===== src/design/cmbro_defines.vh =====
`ifndef CMBRO_DEFINES_VH
`define CMBRO_DEFINES_VH

// Opcode encodings, 10-bit instruction words; bit clear gives only the upper 8 bits
`define CMBRO_OP_CARRY_RESET   10'h006
`define CMBRO_OP_BIT_CLEAR_HI  8'h13
`define CMBRO_OP_ROTATE_RIGHT  10'h01d
`define CMBRO_OP_POWER_OFF     10'h002
`define CMBRO_OP_POWER_OFF_EN  10'h2a3
`define CMBRO_OP_NOP           10'h000

// Widths
`define CMBRO_OP_W    10
`define CMBRO_DATA_W  4
`define CMBRO_ADDR_W  9

// Field positions inside the instruction word
`define CMBRO_BIT_SEL_LSB  0
`define CMBRO_BIT_SEL_MSB  1
`define CMBRO_OP_HI_LSB    2
`define CMBRO_OP_HI_MSB    9

// Reset values
`define CMBRO_ACC_RST     4'h0
`define CMBRO_CARRY_RST   1'h0
`define CMBRO_WE_RST      1'h0
`define CMBRO_ADDR_RST    9'h000
`define CMBRO_WDATA_RST   4'h0
`define CMBRO_BACKUP_RST  1'h0

`endif


===== src/design/cmbro_bit_clear.v =====
`timescale 1ns/10ps
// Clears one selected bit of a memory nibble, others untouched
module cmbro_bit_clear (
  // Operand
  input  wire [3:0] nibble_in,
  input  wire [1:0] bit_sel,
  // Result
  output wire [3:0] nibble_out
);

  // Mask built from the two immediate bits
  assign nibble_out = nibble_in & ~(4'h1 << bit_sel); // [RULE_05]

endmodule // cmbro_bit_clear


===== src/design/cmbro_core.v =====
// Summary of operation
// [RULE_01] Enabled power-off enters RAM back-up, one cycle
// [RULE_02] Power-off without preceding enable is no-op
// [RULE_03] Rotate accumulator right through carry, one cycle
// [RULE_04] Old carry to bit 3, bit 0 to carry
// [RULE_05] Clear immediate bit j of memory at pointer
// [RULE_06] Carry reset clears carry, nothing else changes
`timescale 1ns/10ps
`include "cmbro_defines.vh"
module cmbro_core (
  // Clock and reset
  input  wire                      clk,
  input  wire                      reset_n,
  // Instruction issue
  input  wire                      instr_valid,
  input  wire [`CMBRO_OP_W-1:0]    instr_word,
  // Data memory read data, write port and data pointer
  input  wire [`CMBRO_ADDR_W-1:0]  data_pointer,
  input  wire [`CMBRO_DATA_W-1:0]  mem_rdata,
  output reg                       mem_we,
  output reg  [`CMBRO_ADDR_W-1:0]  mem_addr,
  output reg  [`CMBRO_DATA_W-1:0]  mem_wdata,
  // Architectural state
  output reg  [`CMBRO_DATA_W-1:0]  acc,
  output reg                       carry_flag,
  // Power state
  output reg                       ram_backup
);

  // Execution model: one instruction per cycle arrives with instr_valid,
  // and each one retires at the edge that takes it, so nothing here
  // stalls or skips. Back-up only raises ram_backup; stopping the clock
  // and the sequencer is left to the power control outside this block.
  // Instructions presented while in back-up still execute here.

  // One-hot power states; back-up is only left through reset
  localparam [2:0] PWR_RUN    = 3'h1;
  localparam [2:0] PWR_ARMED  = 3'h2;
  localparam [2:0] PWR_BACKUP = 3'h4;

  // Decoded instruction strobes, each qualified by instr_valid
  wire                      is_power_off_instr;
  wire                      is_power_off_en;
  wire                      is_rotate_acc_right_instr;
  wire                      is_mem_bit_clear_instr;
  wire                      is_carry_reset_instr;

  // Bit clear operand path
  wire [1:0]                bit_sel;
  wire [`CMBRO_DATA_W-1:0]  cleared_nibble;

  // Rotate result as {carry, accumulator}
  wire [`CMBRO_DATA_W:0]    rotated;

  // Power state machine
  reg  [2:0]                pwr_state;
  reg  [2:0]                next_pwr_state;

  // Next values of the accumulator and carry
  reg  [`CMBRO_DATA_W-1:0]  next_acc;
  reg                       next_carry_flag;

  // Next values of the write-back port
  reg                       next_mem_we;
  reg  [`CMBRO_ADDR_W-1:0]  next_mem_addr;
  reg  [`CMBRO_DATA_W-1:0]  next_mem_wdata;

  // Exact match of a full opcode word; gated by the valid strobe so an
  // idle bus that happens to hold an opcode does nothing
  function op_match;
    input                   valid;
    input [`CMBRO_OP_W-1:0] word;
    input [`CMBRO_OP_W-1:0] code;
    begin
      op_match = valid && (word == code);
    end
  endfunction

  // Match of the upper opcode bits only; the low bits carry an operand
  // and must not take part in the compare
  function op_match_hi;
    input                                        valid;
    input [`CMBRO_OP_W-1:0]                      word;
    input [`CMBRO_OP_HI_MSB-`CMBRO_OP_HI_LSB:0]  code;
    begin
      op_match_hi = valid && (word[`CMBRO_OP_HI_MSB:`CMBRO_OP_HI_LSB] == code);
    end
  endfunction

  // Rotate right through carry; result is {new carry, new accumulator}
  // so both halves come from one expression and cannot drift apart
  function [`CMBRO_DATA_W:0] rotate_right;
    input [`CMBRO_DATA_W-1:0] value;
    input                     cin;
    begin
      rotate_right = {value[0], cin, value[`CMBRO_DATA_W-1:1]}; // [RULE_04]
    end
  endfunction

  // Instruction decode
  assign is_power_off_instr        = op_match(instr_valid, instr_word, `CMBRO_OP_POWER_OFF);
  assign is_power_off_en           = op_match(instr_valid, instr_word, `CMBRO_OP_POWER_OFF_EN);
  assign is_rotate_acc_right_instr = op_match(instr_valid, instr_word, `CMBRO_OP_ROTATE_RIGHT);
  assign is_carry_reset_instr      = op_match(instr_valid, instr_word, `CMBRO_OP_CARRY_RESET);
  assign is_mem_bit_clear_instr    = op_match_hi(instr_valid, instr_word, `CMBRO_OP_BIT_CLEAR_HI);

  // Bit number straight from the immediate field
  assign bit_sel = instr_word[`CMBRO_BIT_SEL_MSB:`CMBRO_BIT_SEL_LSB]; // [RULE_05]

  // Rotate is always computed; it only lands when decoded
  assign rotated = rotate_right(acc, carry_flag); // [RULE_03]

  // Masking kept apart so other bit operations can share it
  cmbro_bit_clear cmbro_bit_clear_i (
    .nibble_in  (mem_rdata),
    .bit_sel    (bit_sel),
    .nibble_out (cleared_nibble)
  );

  // Accumulator and carry next values. Rotate and carry reset are
  // distinct opcodes, so the priority between them never matters.
  always @* begin
    next_acc        = acc;
    next_carry_flag = carry_flag;
    if (is_rotate_acc_right_instr) begin
      next_acc        = rotated[`CMBRO_DATA_W-1:0]; // [RULE_03] [RULE_04]
      next_carry_flag = rotated[`CMBRO_DATA_W];     // [RULE_04]
    end else if (is_carry_reset_instr) begin
      next_carry_flag = 1'h0;                       // [RULE_06]
    end
  end

  // Accumulator and carry registers; one instruction per edge, and
  // the accumulator is left alone by everything but the rotate
  always @(posedge clk or negedge reset_n) begin
    if (!reset_n) begin
      acc        <= `CMBRO_ACC_RST;
      carry_flag <= `CMBRO_CARRY_RST;
    end else begin
      acc        <= next_acc;
      carry_flag <= next_carry_flag;
    end
  end

  // Write-back next values. Address and data hold between writes so a
  // memory that samples late still sees a stable word.
  always @* begin
    next_mem_we    = 1'h0;
    next_mem_addr  = mem_addr;
    next_mem_wdata = mem_wdata;
    if (is_mem_bit_clear_instr) begin
      next_mem_we    = 1'h1;           // [RULE_05]
      next_mem_addr  = data_pointer;   // [RULE_05]
      next_mem_wdata = cleared_nibble; // [RULE_05]
    end
  end

  // Write strobe lasts one cycle per bit clear; back-to-back clears
  // give one strobe each
  always @(posedge clk or negedge reset_n) begin
    if (!reset_n) begin
      mem_we <= `CMBRO_WE_RST;
    end else begin
      mem_we <= next_mem_we;
    end
  end

  // Write address and data; registered so the memory sees clean values
  always @(posedge clk or negedge reset_n) begin
    if (!reset_n) begin
      mem_addr  <= `CMBRO_ADDR_RST;
      mem_wdata <= `CMBRO_WDATA_RST;
    end else begin
      mem_addr  <= next_mem_addr;
      mem_wdata <= next_mem_wdata;
    end
  end

  // Power state transitions. Only a valid instruction moves the arming;
  // cycles without an instruction neither arm nor disarm, and any other
  // instruction between enable and power-off spends the enable.
  always @* begin
    next_pwr_state = pwr_state;
    case (pwr_state)
      PWR_RUN: begin
        if (is_power_off_en)
          next_pwr_state = PWR_ARMED;
        else if (is_power_off_instr)
          next_pwr_state = PWR_RUN;     // [RULE_02]
      end
      PWR_ARMED: begin
        if (is_power_off_instr)
          next_pwr_state = PWR_BACKUP;  // [RULE_01]
        else if (instr_valid && !is_power_off_en)
          next_pwr_state = PWR_RUN;     // [RULE_02]
      end
      PWR_BACKUP: begin
        next_pwr_state = PWR_BACKUP;    // [RULE_01]
      end
      default: begin
        // Illegal code: recover to running, never into back-up
        next_pwr_state = PWR_RUN;
      end
    endcase
  end

  // Power state register; a stray glitch cannot arm without an
  // explicit enable because reset lands in the running state
  always @(posedge clk or negedge reset_n) begin
    if (!reset_n) begin
      pwr_state <= PWR_RUN;
    end else begin
      pwr_state <= next_pwr_state;
    end
  end

  // Back-up flag from its own flop; it tracks the state one-for-one
  // so the output never glitches through the state decode
  always @(posedge clk or negedge reset_n) begin
    if (!reset_n) begin
      ram_backup <= `CMBRO_BACKUP_RST;
    end else begin
      ram_backup <= (next_pwr_state == PWR_BACKUP); // [RULE_01]
    end
  end

endmodule // cmbro_core


===== config.mk =====
export PLATFORM = sky130hd
export DESIGN_NAME = cmbro_core
export DESIGN_NICKNAME = d
export VERILOG_FILES = /design/src/design/cmbro_bit_clear.v /design/src/design/cmbro_core.v
export VERILOG_INCLUDE_DIRS = /design/src /design/src/design
export SDC_FILE = /design/constraint.sdc
export NUM_CORES = 1
export LEC_CHECK = 0
export BUFFER_PORTS_ARGS = -buffer_cell sky130_fd_sc_hd__buf_2
export CAP_MARGIN = 10
export CORE_ASPECT_RATIO = 0.9
export CORE_MARGIN = 2
export CORE_UTILIZATION = 41
export DETAILED_ROUTE_END_ITERATION = 16
export PLACE_DENSITY = 0.76
export SLEW_MARGIN = 40
export SYNTH_ARGS = -nofsm -noshare
export SYNTH_HDL_FRONTEND = slang
export SYNTH_SLANG_ARGS = --single-unit

===== constraint.sdc =====
create_clock -name clk -period 1 [get_ports clk]
set_input_delay 0.1 -clock clk [delete_from_list [all_inputs] [get_ports clk]]
set_output_delay 0.1 -clock clk [all_outputs]
set_load 0.05 [all_outputs]

* Word level (Yosys, flattened, before mapping)
Cells that the tools add are included.
** Storage, ports and cells
- Bits in writable memories :: 0
- Word-level logic and storage cells :: 35
- ROM bits :: 0
- Register bits after elaboration :: 23
- Input port bits :: 26
- Memories kept :: 0
- Latch bits :: 0
- Output and inout bits :: 20
** Cells by class
- Bitwise gates (word level) :: 2
- Multiply operators :: 0
- Equality and inequality tests :: 9
- Add/sub/neg operators :: 0
- Shift operators :: 1
- Reductions and logical operators :: 8
- Muxes and demuxes :: 8
- Divide/modulo/power cells :: 0
- Magnitude comparators :: 0
** Operators with widths (number)
- two-way mux 3 bit :: 4
- == test 10 bit (second input constant) :: 1
- == test 10 x 2 -> 1 bit (second input constant) :: 1
- == test 10 x 3 -> 1 bit (second input constant) :: 1
- == test 10 x 5 -> 1 bit (second input constant) :: 1
- case mux 3 bit (3 select lines) :: 1
- == test 8 x 5 -> 1 bit (second input constant) :: 1
- == test 3 bit (second input constant) :: 2
- logical AND 1 bit :: 6
- AND 4 bit :: 1
- NOT 4 bit :: 1
- left shift 1 x 2 -> 4 bit (first input constant) :: 1
- == test 3 x 1 -> 1 bit (second input constant) :: 1
- == test 3 x 2 -> 1 bit (second input constant) :: 1
- two-way mux 1 bit :: 3
- nonzero test 2 bit :: 1
- zero test 1 bit :: 1

* Logic depth before layout (Yosys ltp)
- Word-level depth :: 8
- Gate-level depth with buffers :: 6
- Gate-level depth less buffers :: 4

* Modules after synthesis
Synthesis repeated with hierarchy kept, for this count alone.
** Unflattened totals
- Cell total of the unflattened synthesis :: 77
- Area total of the unflattened synthesis :: 1034.7 um^2
** Modules (own cells, without submodules)
- cmbro_core :: times used 1, area each 1001.0 um^2, cells an instance 72, sequential area each 576.8 um^2
- cmbro_bit_clear :: times used 1, area each 33.8 um^2, cells an instance 5, sequential area each 0.0 um^2

* Worst setup path before layout
OpenSTA, ideal clock, no wires.
- Path type :: input-to-reg
- From :: in instr_word[5]
- To :: reg mem_addr[2]
- Stages on the path :: 5
- Setup time :: 0.125 ns
- Path buffers :: 2
- Slack :: -0.406 ns
- Arrival :: 1.281 ns
- Data required time :: 0.875 ns
- Path through :: nor4_1 and4_1 buf_4 buf_4 mux2_2
** Between the ends
- Cells in the longest elaborated chain, start to end :: 2
** Ends and longest elaborated chain
- start: declaration :: line cmbro_core.v:16 : input wire [`CMBRO_OP_W-1:0] instr_word,
- == test 8 x 5 -> 1 bit :: line cmbro_core.v:86 : op_match_hi = valid && (word[`CMBRO_OP_HI_MSB:`CMBRO_OP_HI_LSB] == code);
- logical AND 1 bit :: line cmbro_core.v:86
- named net is_mem_bit_clear_instr :: line cmbro_core.v:45 : wire is_mem_bit_clear_instr;
- end signal: assignment :: line cmbro_core.v:171 : mem_addr <= `CMBRO_ADDR_RST;
- end signal: assignment :: line cmbro_core.v:174 : mem_addr <= next_mem_addr;
- end: declaration :: line cmbro_core.v:21 : output reg [`CMBRO_ADDR_W-1:0] mem_addr,
The timed path passes the listed nets, and every way through them passes these cells.
A chain may end at the register's enable or synchronous reset.

* Final worst setup path
- From :: reg pwr_state[0]
- To :: reg pwr_state[0]
** Between the ends
- Cells in the longest elaborated chain, start to end :: 3
- Elaborated cells on any way between the ends :: 8
- Classes of those cells :: eq/ne (3); mux (5)
** Ends and longest elaborated chain
- start: declaration :: line cmbro_core.v:56 : reg [2:0] pwr_state;
- start signal: assignment :: line cmbro_core.v:213 : pwr_state <= next_pwr_state;
- two-way mux 3 bit, on equally long branches :: line cmbro_core.v:194, cmbro_core.v:188
- two-way mux 3 bit, on equally long branches :: line cmbro_core.v:192, cmbro_core.v:186
- case mux 3 bit (3 select lines) (*) :: line cmbro_core.v:184 : case (pwr_state)
- named net next_pwr_state[0] :: line cmbro_core.v:57 : reg [2:0] next_pwr_state;
Mark *: on every way through the listed nets, which the timed path passes. The rest lies on a longest branch.

==> run metrics <==
io pins 46; Worst path slowest cell dfstp_2; Setup WS post-layout -146.3 ps; met3 wire len between 150 and 200 µm; core area 0.002404 mm²; failing checks negative setup slack; placed insts ~170; Worst Hold Class in -> reg; CP Max Fanout 3; initial antenna violation count 0; Crit path max-delay family flip-flops; Pleak approximately 0.96 nW; DRC marker count from the first detailed-route iteration 15; clk slew on worst S/H paths ~120 ps; vias per cell 4.980; DR WL met2 about 1700 µm; Worst Clk Skew around 1.5 ps; synthesized instance count 86; CP Launch Type flop; outcome complete, but fails checks; vias in the first global route 1029; critical path required time about 1200 ps; Synth async-reset ratio 100.0%; WL met1 1181 µm; CTS tree built; Synth Warn # 0; Avg Cell Area, Syn 11.93 µm²; Max Freq ~870 MHz; Worst Path Arrival 1380 ps; area of the mapped netlist approximately 0.0010 mm²; Initial Util a little over two fifths; die height just over 50 µm; largest net degree at the start of global routing 24; commonest non-fill, non-tap cell in the layout buf_4; Max Cap Violations 0; H-tree lvl count 1; ANT cells 0; WS Path Type reg -> reg; worst path buffer plus inverter count 0; Pre-antenna DRT Iters 4; prevailing post-synth register cell dfrtp_1; drt drc 0; Netlist cell types 28; top area cells in the synthesized netlist dfrtp_1 (54%), mux2_2 (15%), dfstp_2 (2.6%); Max Buffers Root-to-Sink 2; Final GP Congestion 0.8872; VDD IR-drop max approximately 0.9 mV; Die Area ~0.0029 mm²; CP Capture Type flop; top cell type by total area after synthesis dfrtp_1; largest stage delay on the critical path 570 ps; global route overflow 0; Setup-failing EPs final 19; Internal approximately 1.3 mW; slew margin rel. about two thirds; fin cells 198; GRT Overall Usage about a fifth; cts bufs inserted 3; clock group share of total power 22.2%; final wirelength between 3000 and 4000 µm; Sw Pwr 0.5318 mW; post-synth top area share 53.66%; clock latency on the worst-skew pair 300 ps; Placement Rows 17; Sw Ratio between 20 and 30%; Post-synth EDFFs 0; first-pass GRT wire length between 4000 and 5000 µm; cells along the critical path and2b_2 -> a21oi_2 -> a2bb2oi_2; hpwl dp between 1500 and 2000 µm; minimum clock period 1146 ps; layout cells sized above 1 ~70%; worst-margin pin slew slightly above 500 ps; pre-CTS setup slack -408.2 ps; Final Slew Violations 0; syn_nets 112; crit share post-route 114.6%; Register-to-Register Setup Slack -150 ps; nets between 150 and 200; clock sinks 23; Area Overhead vs Synth 84.15%; Die Width 56.73 µm; power density cells 989.0 mW/mm²; RSZ-0062 raised after global routing yes; synthesized flop and latch total 23; CTS root buf clkbuf_4; antenna violation net count after detailed routing 0; highest routed metal layer met4; most frequent cells in the layout buf_4 (32), buf_2 (23), buf_6 (22), dfrtp_1 (21), mux2_4 (10); Hold Violations, Final 0; IO Port Bufs 45; sequential power share 53.0%; Logic pwr share 24.8%; sequential cell area fraction in the yosys report 56.22%; wire length per cell approximately 15 µm; detailed-route via count between 900 and 1000
## flip-flops by register name (all words and copies together) (netlist names)
name        flops
mem_we          1
carry_flag      1
mem_wdata       4
mem_addr        9
ram_backup      1
acc             4
pwr_state       3
## stage by stage
step	hold slack, ps	utilization, %	power (mW)	instance area [µm²]	TNS (ps)
after global routing	-1.582	78.60	1.971	1889	-2124
after CTS	11.38	69.23	1.814	1664	-423.2
after floorplan	-195.6	-	1.179	1085	-2554
final	23.21	78.60	1.869	1889	-971.8
after global placement	90.11	60.85	1.328	1463	-7391
after detailed placement	100.1	60.85	1.341	1463	-8207
## what timing repair did
action / 4_1_cts / 5_1_grt
setup buffers: 5 / 13
hold buffers: 1 / 0
gates cloned: 0 / 1
setup endpoints to repair: 38 / 38
pin swaps: 2 / 6
hold endpoints to repair: 22 / 0
gates resized for setup: 40 / 30
## final timing paths
path                         startpoint           end  depth (start not counted)
min in group asynchronous       reset_n   mem_addr[3]                          2
hold / removal             mem_rdata[1]  mem_wdata[1]                          3
setup reg to reg           pwr_state[0]  pwr_state[0]                          3
hold reg to reg            mem_wdata[2]  mem_wdata[2]                          2
max in group asynchronous       reset_n  pwr_state[1]                          2
setup / recovery           pwr_state[0]  pwr_state[0]                          3
## per-layer routing
metal | GRT usage [%] | up-vias
met4 | 7.752 | 0
met5 | 0 | -
met1 | 21.04 | 468
met2 | 35.66 | 35
li1 | - | 477
met3 | 2.532 | 6
## logic make-up after synthesis
| group | synth area share (%) |
|---|---|
| simple gates | 18.54 |
| flops | 56.22 |
| mux | 15.37 |
| compound gates | 6.586 |
| buf+inv | 3.292 |
## worst reg2reg max path, cell delays in order, from the launching register on
cell and delay, ps:
dfstp_2 570, and2b_2 230, a21oi_2 120, a2bb2oi_2 160
## power groups by stage
stage,combinational [mW],sequential [mW],clock (mW)
final,0.464,0.991,0.414
after global routing,0.492,0.994,0.485
after CTS,0.392,0.987,0.435
after detailed placement,0.342,0.999,0
after global placement,0.332,0.996,0
after floorplan,0.0592,1.12,0
## Yosys cell counts (all sizes together) (2+ instances only)
cell    instances
a21oi           4
and2b           2
buf             2
dfrtp          22
inv             5
mux2           14
nand2           3
nand2b          2
nand3           4
nor2            4
nor4            3
o21ai           5
or2b            2
or4             2
## area by class of cell
type	instances	area [µm²]
Timing Repair Buffer	82	688.2
Sequential cell	23	578.1
Multi-Input combinational cell	56	543.0
Fill cell	154	514.2
Tap cell	28	35.03
Clock buffer	4	26.28
Inverter	5	18.77
No activity file was read; power rests on OpenSTA's default activity.
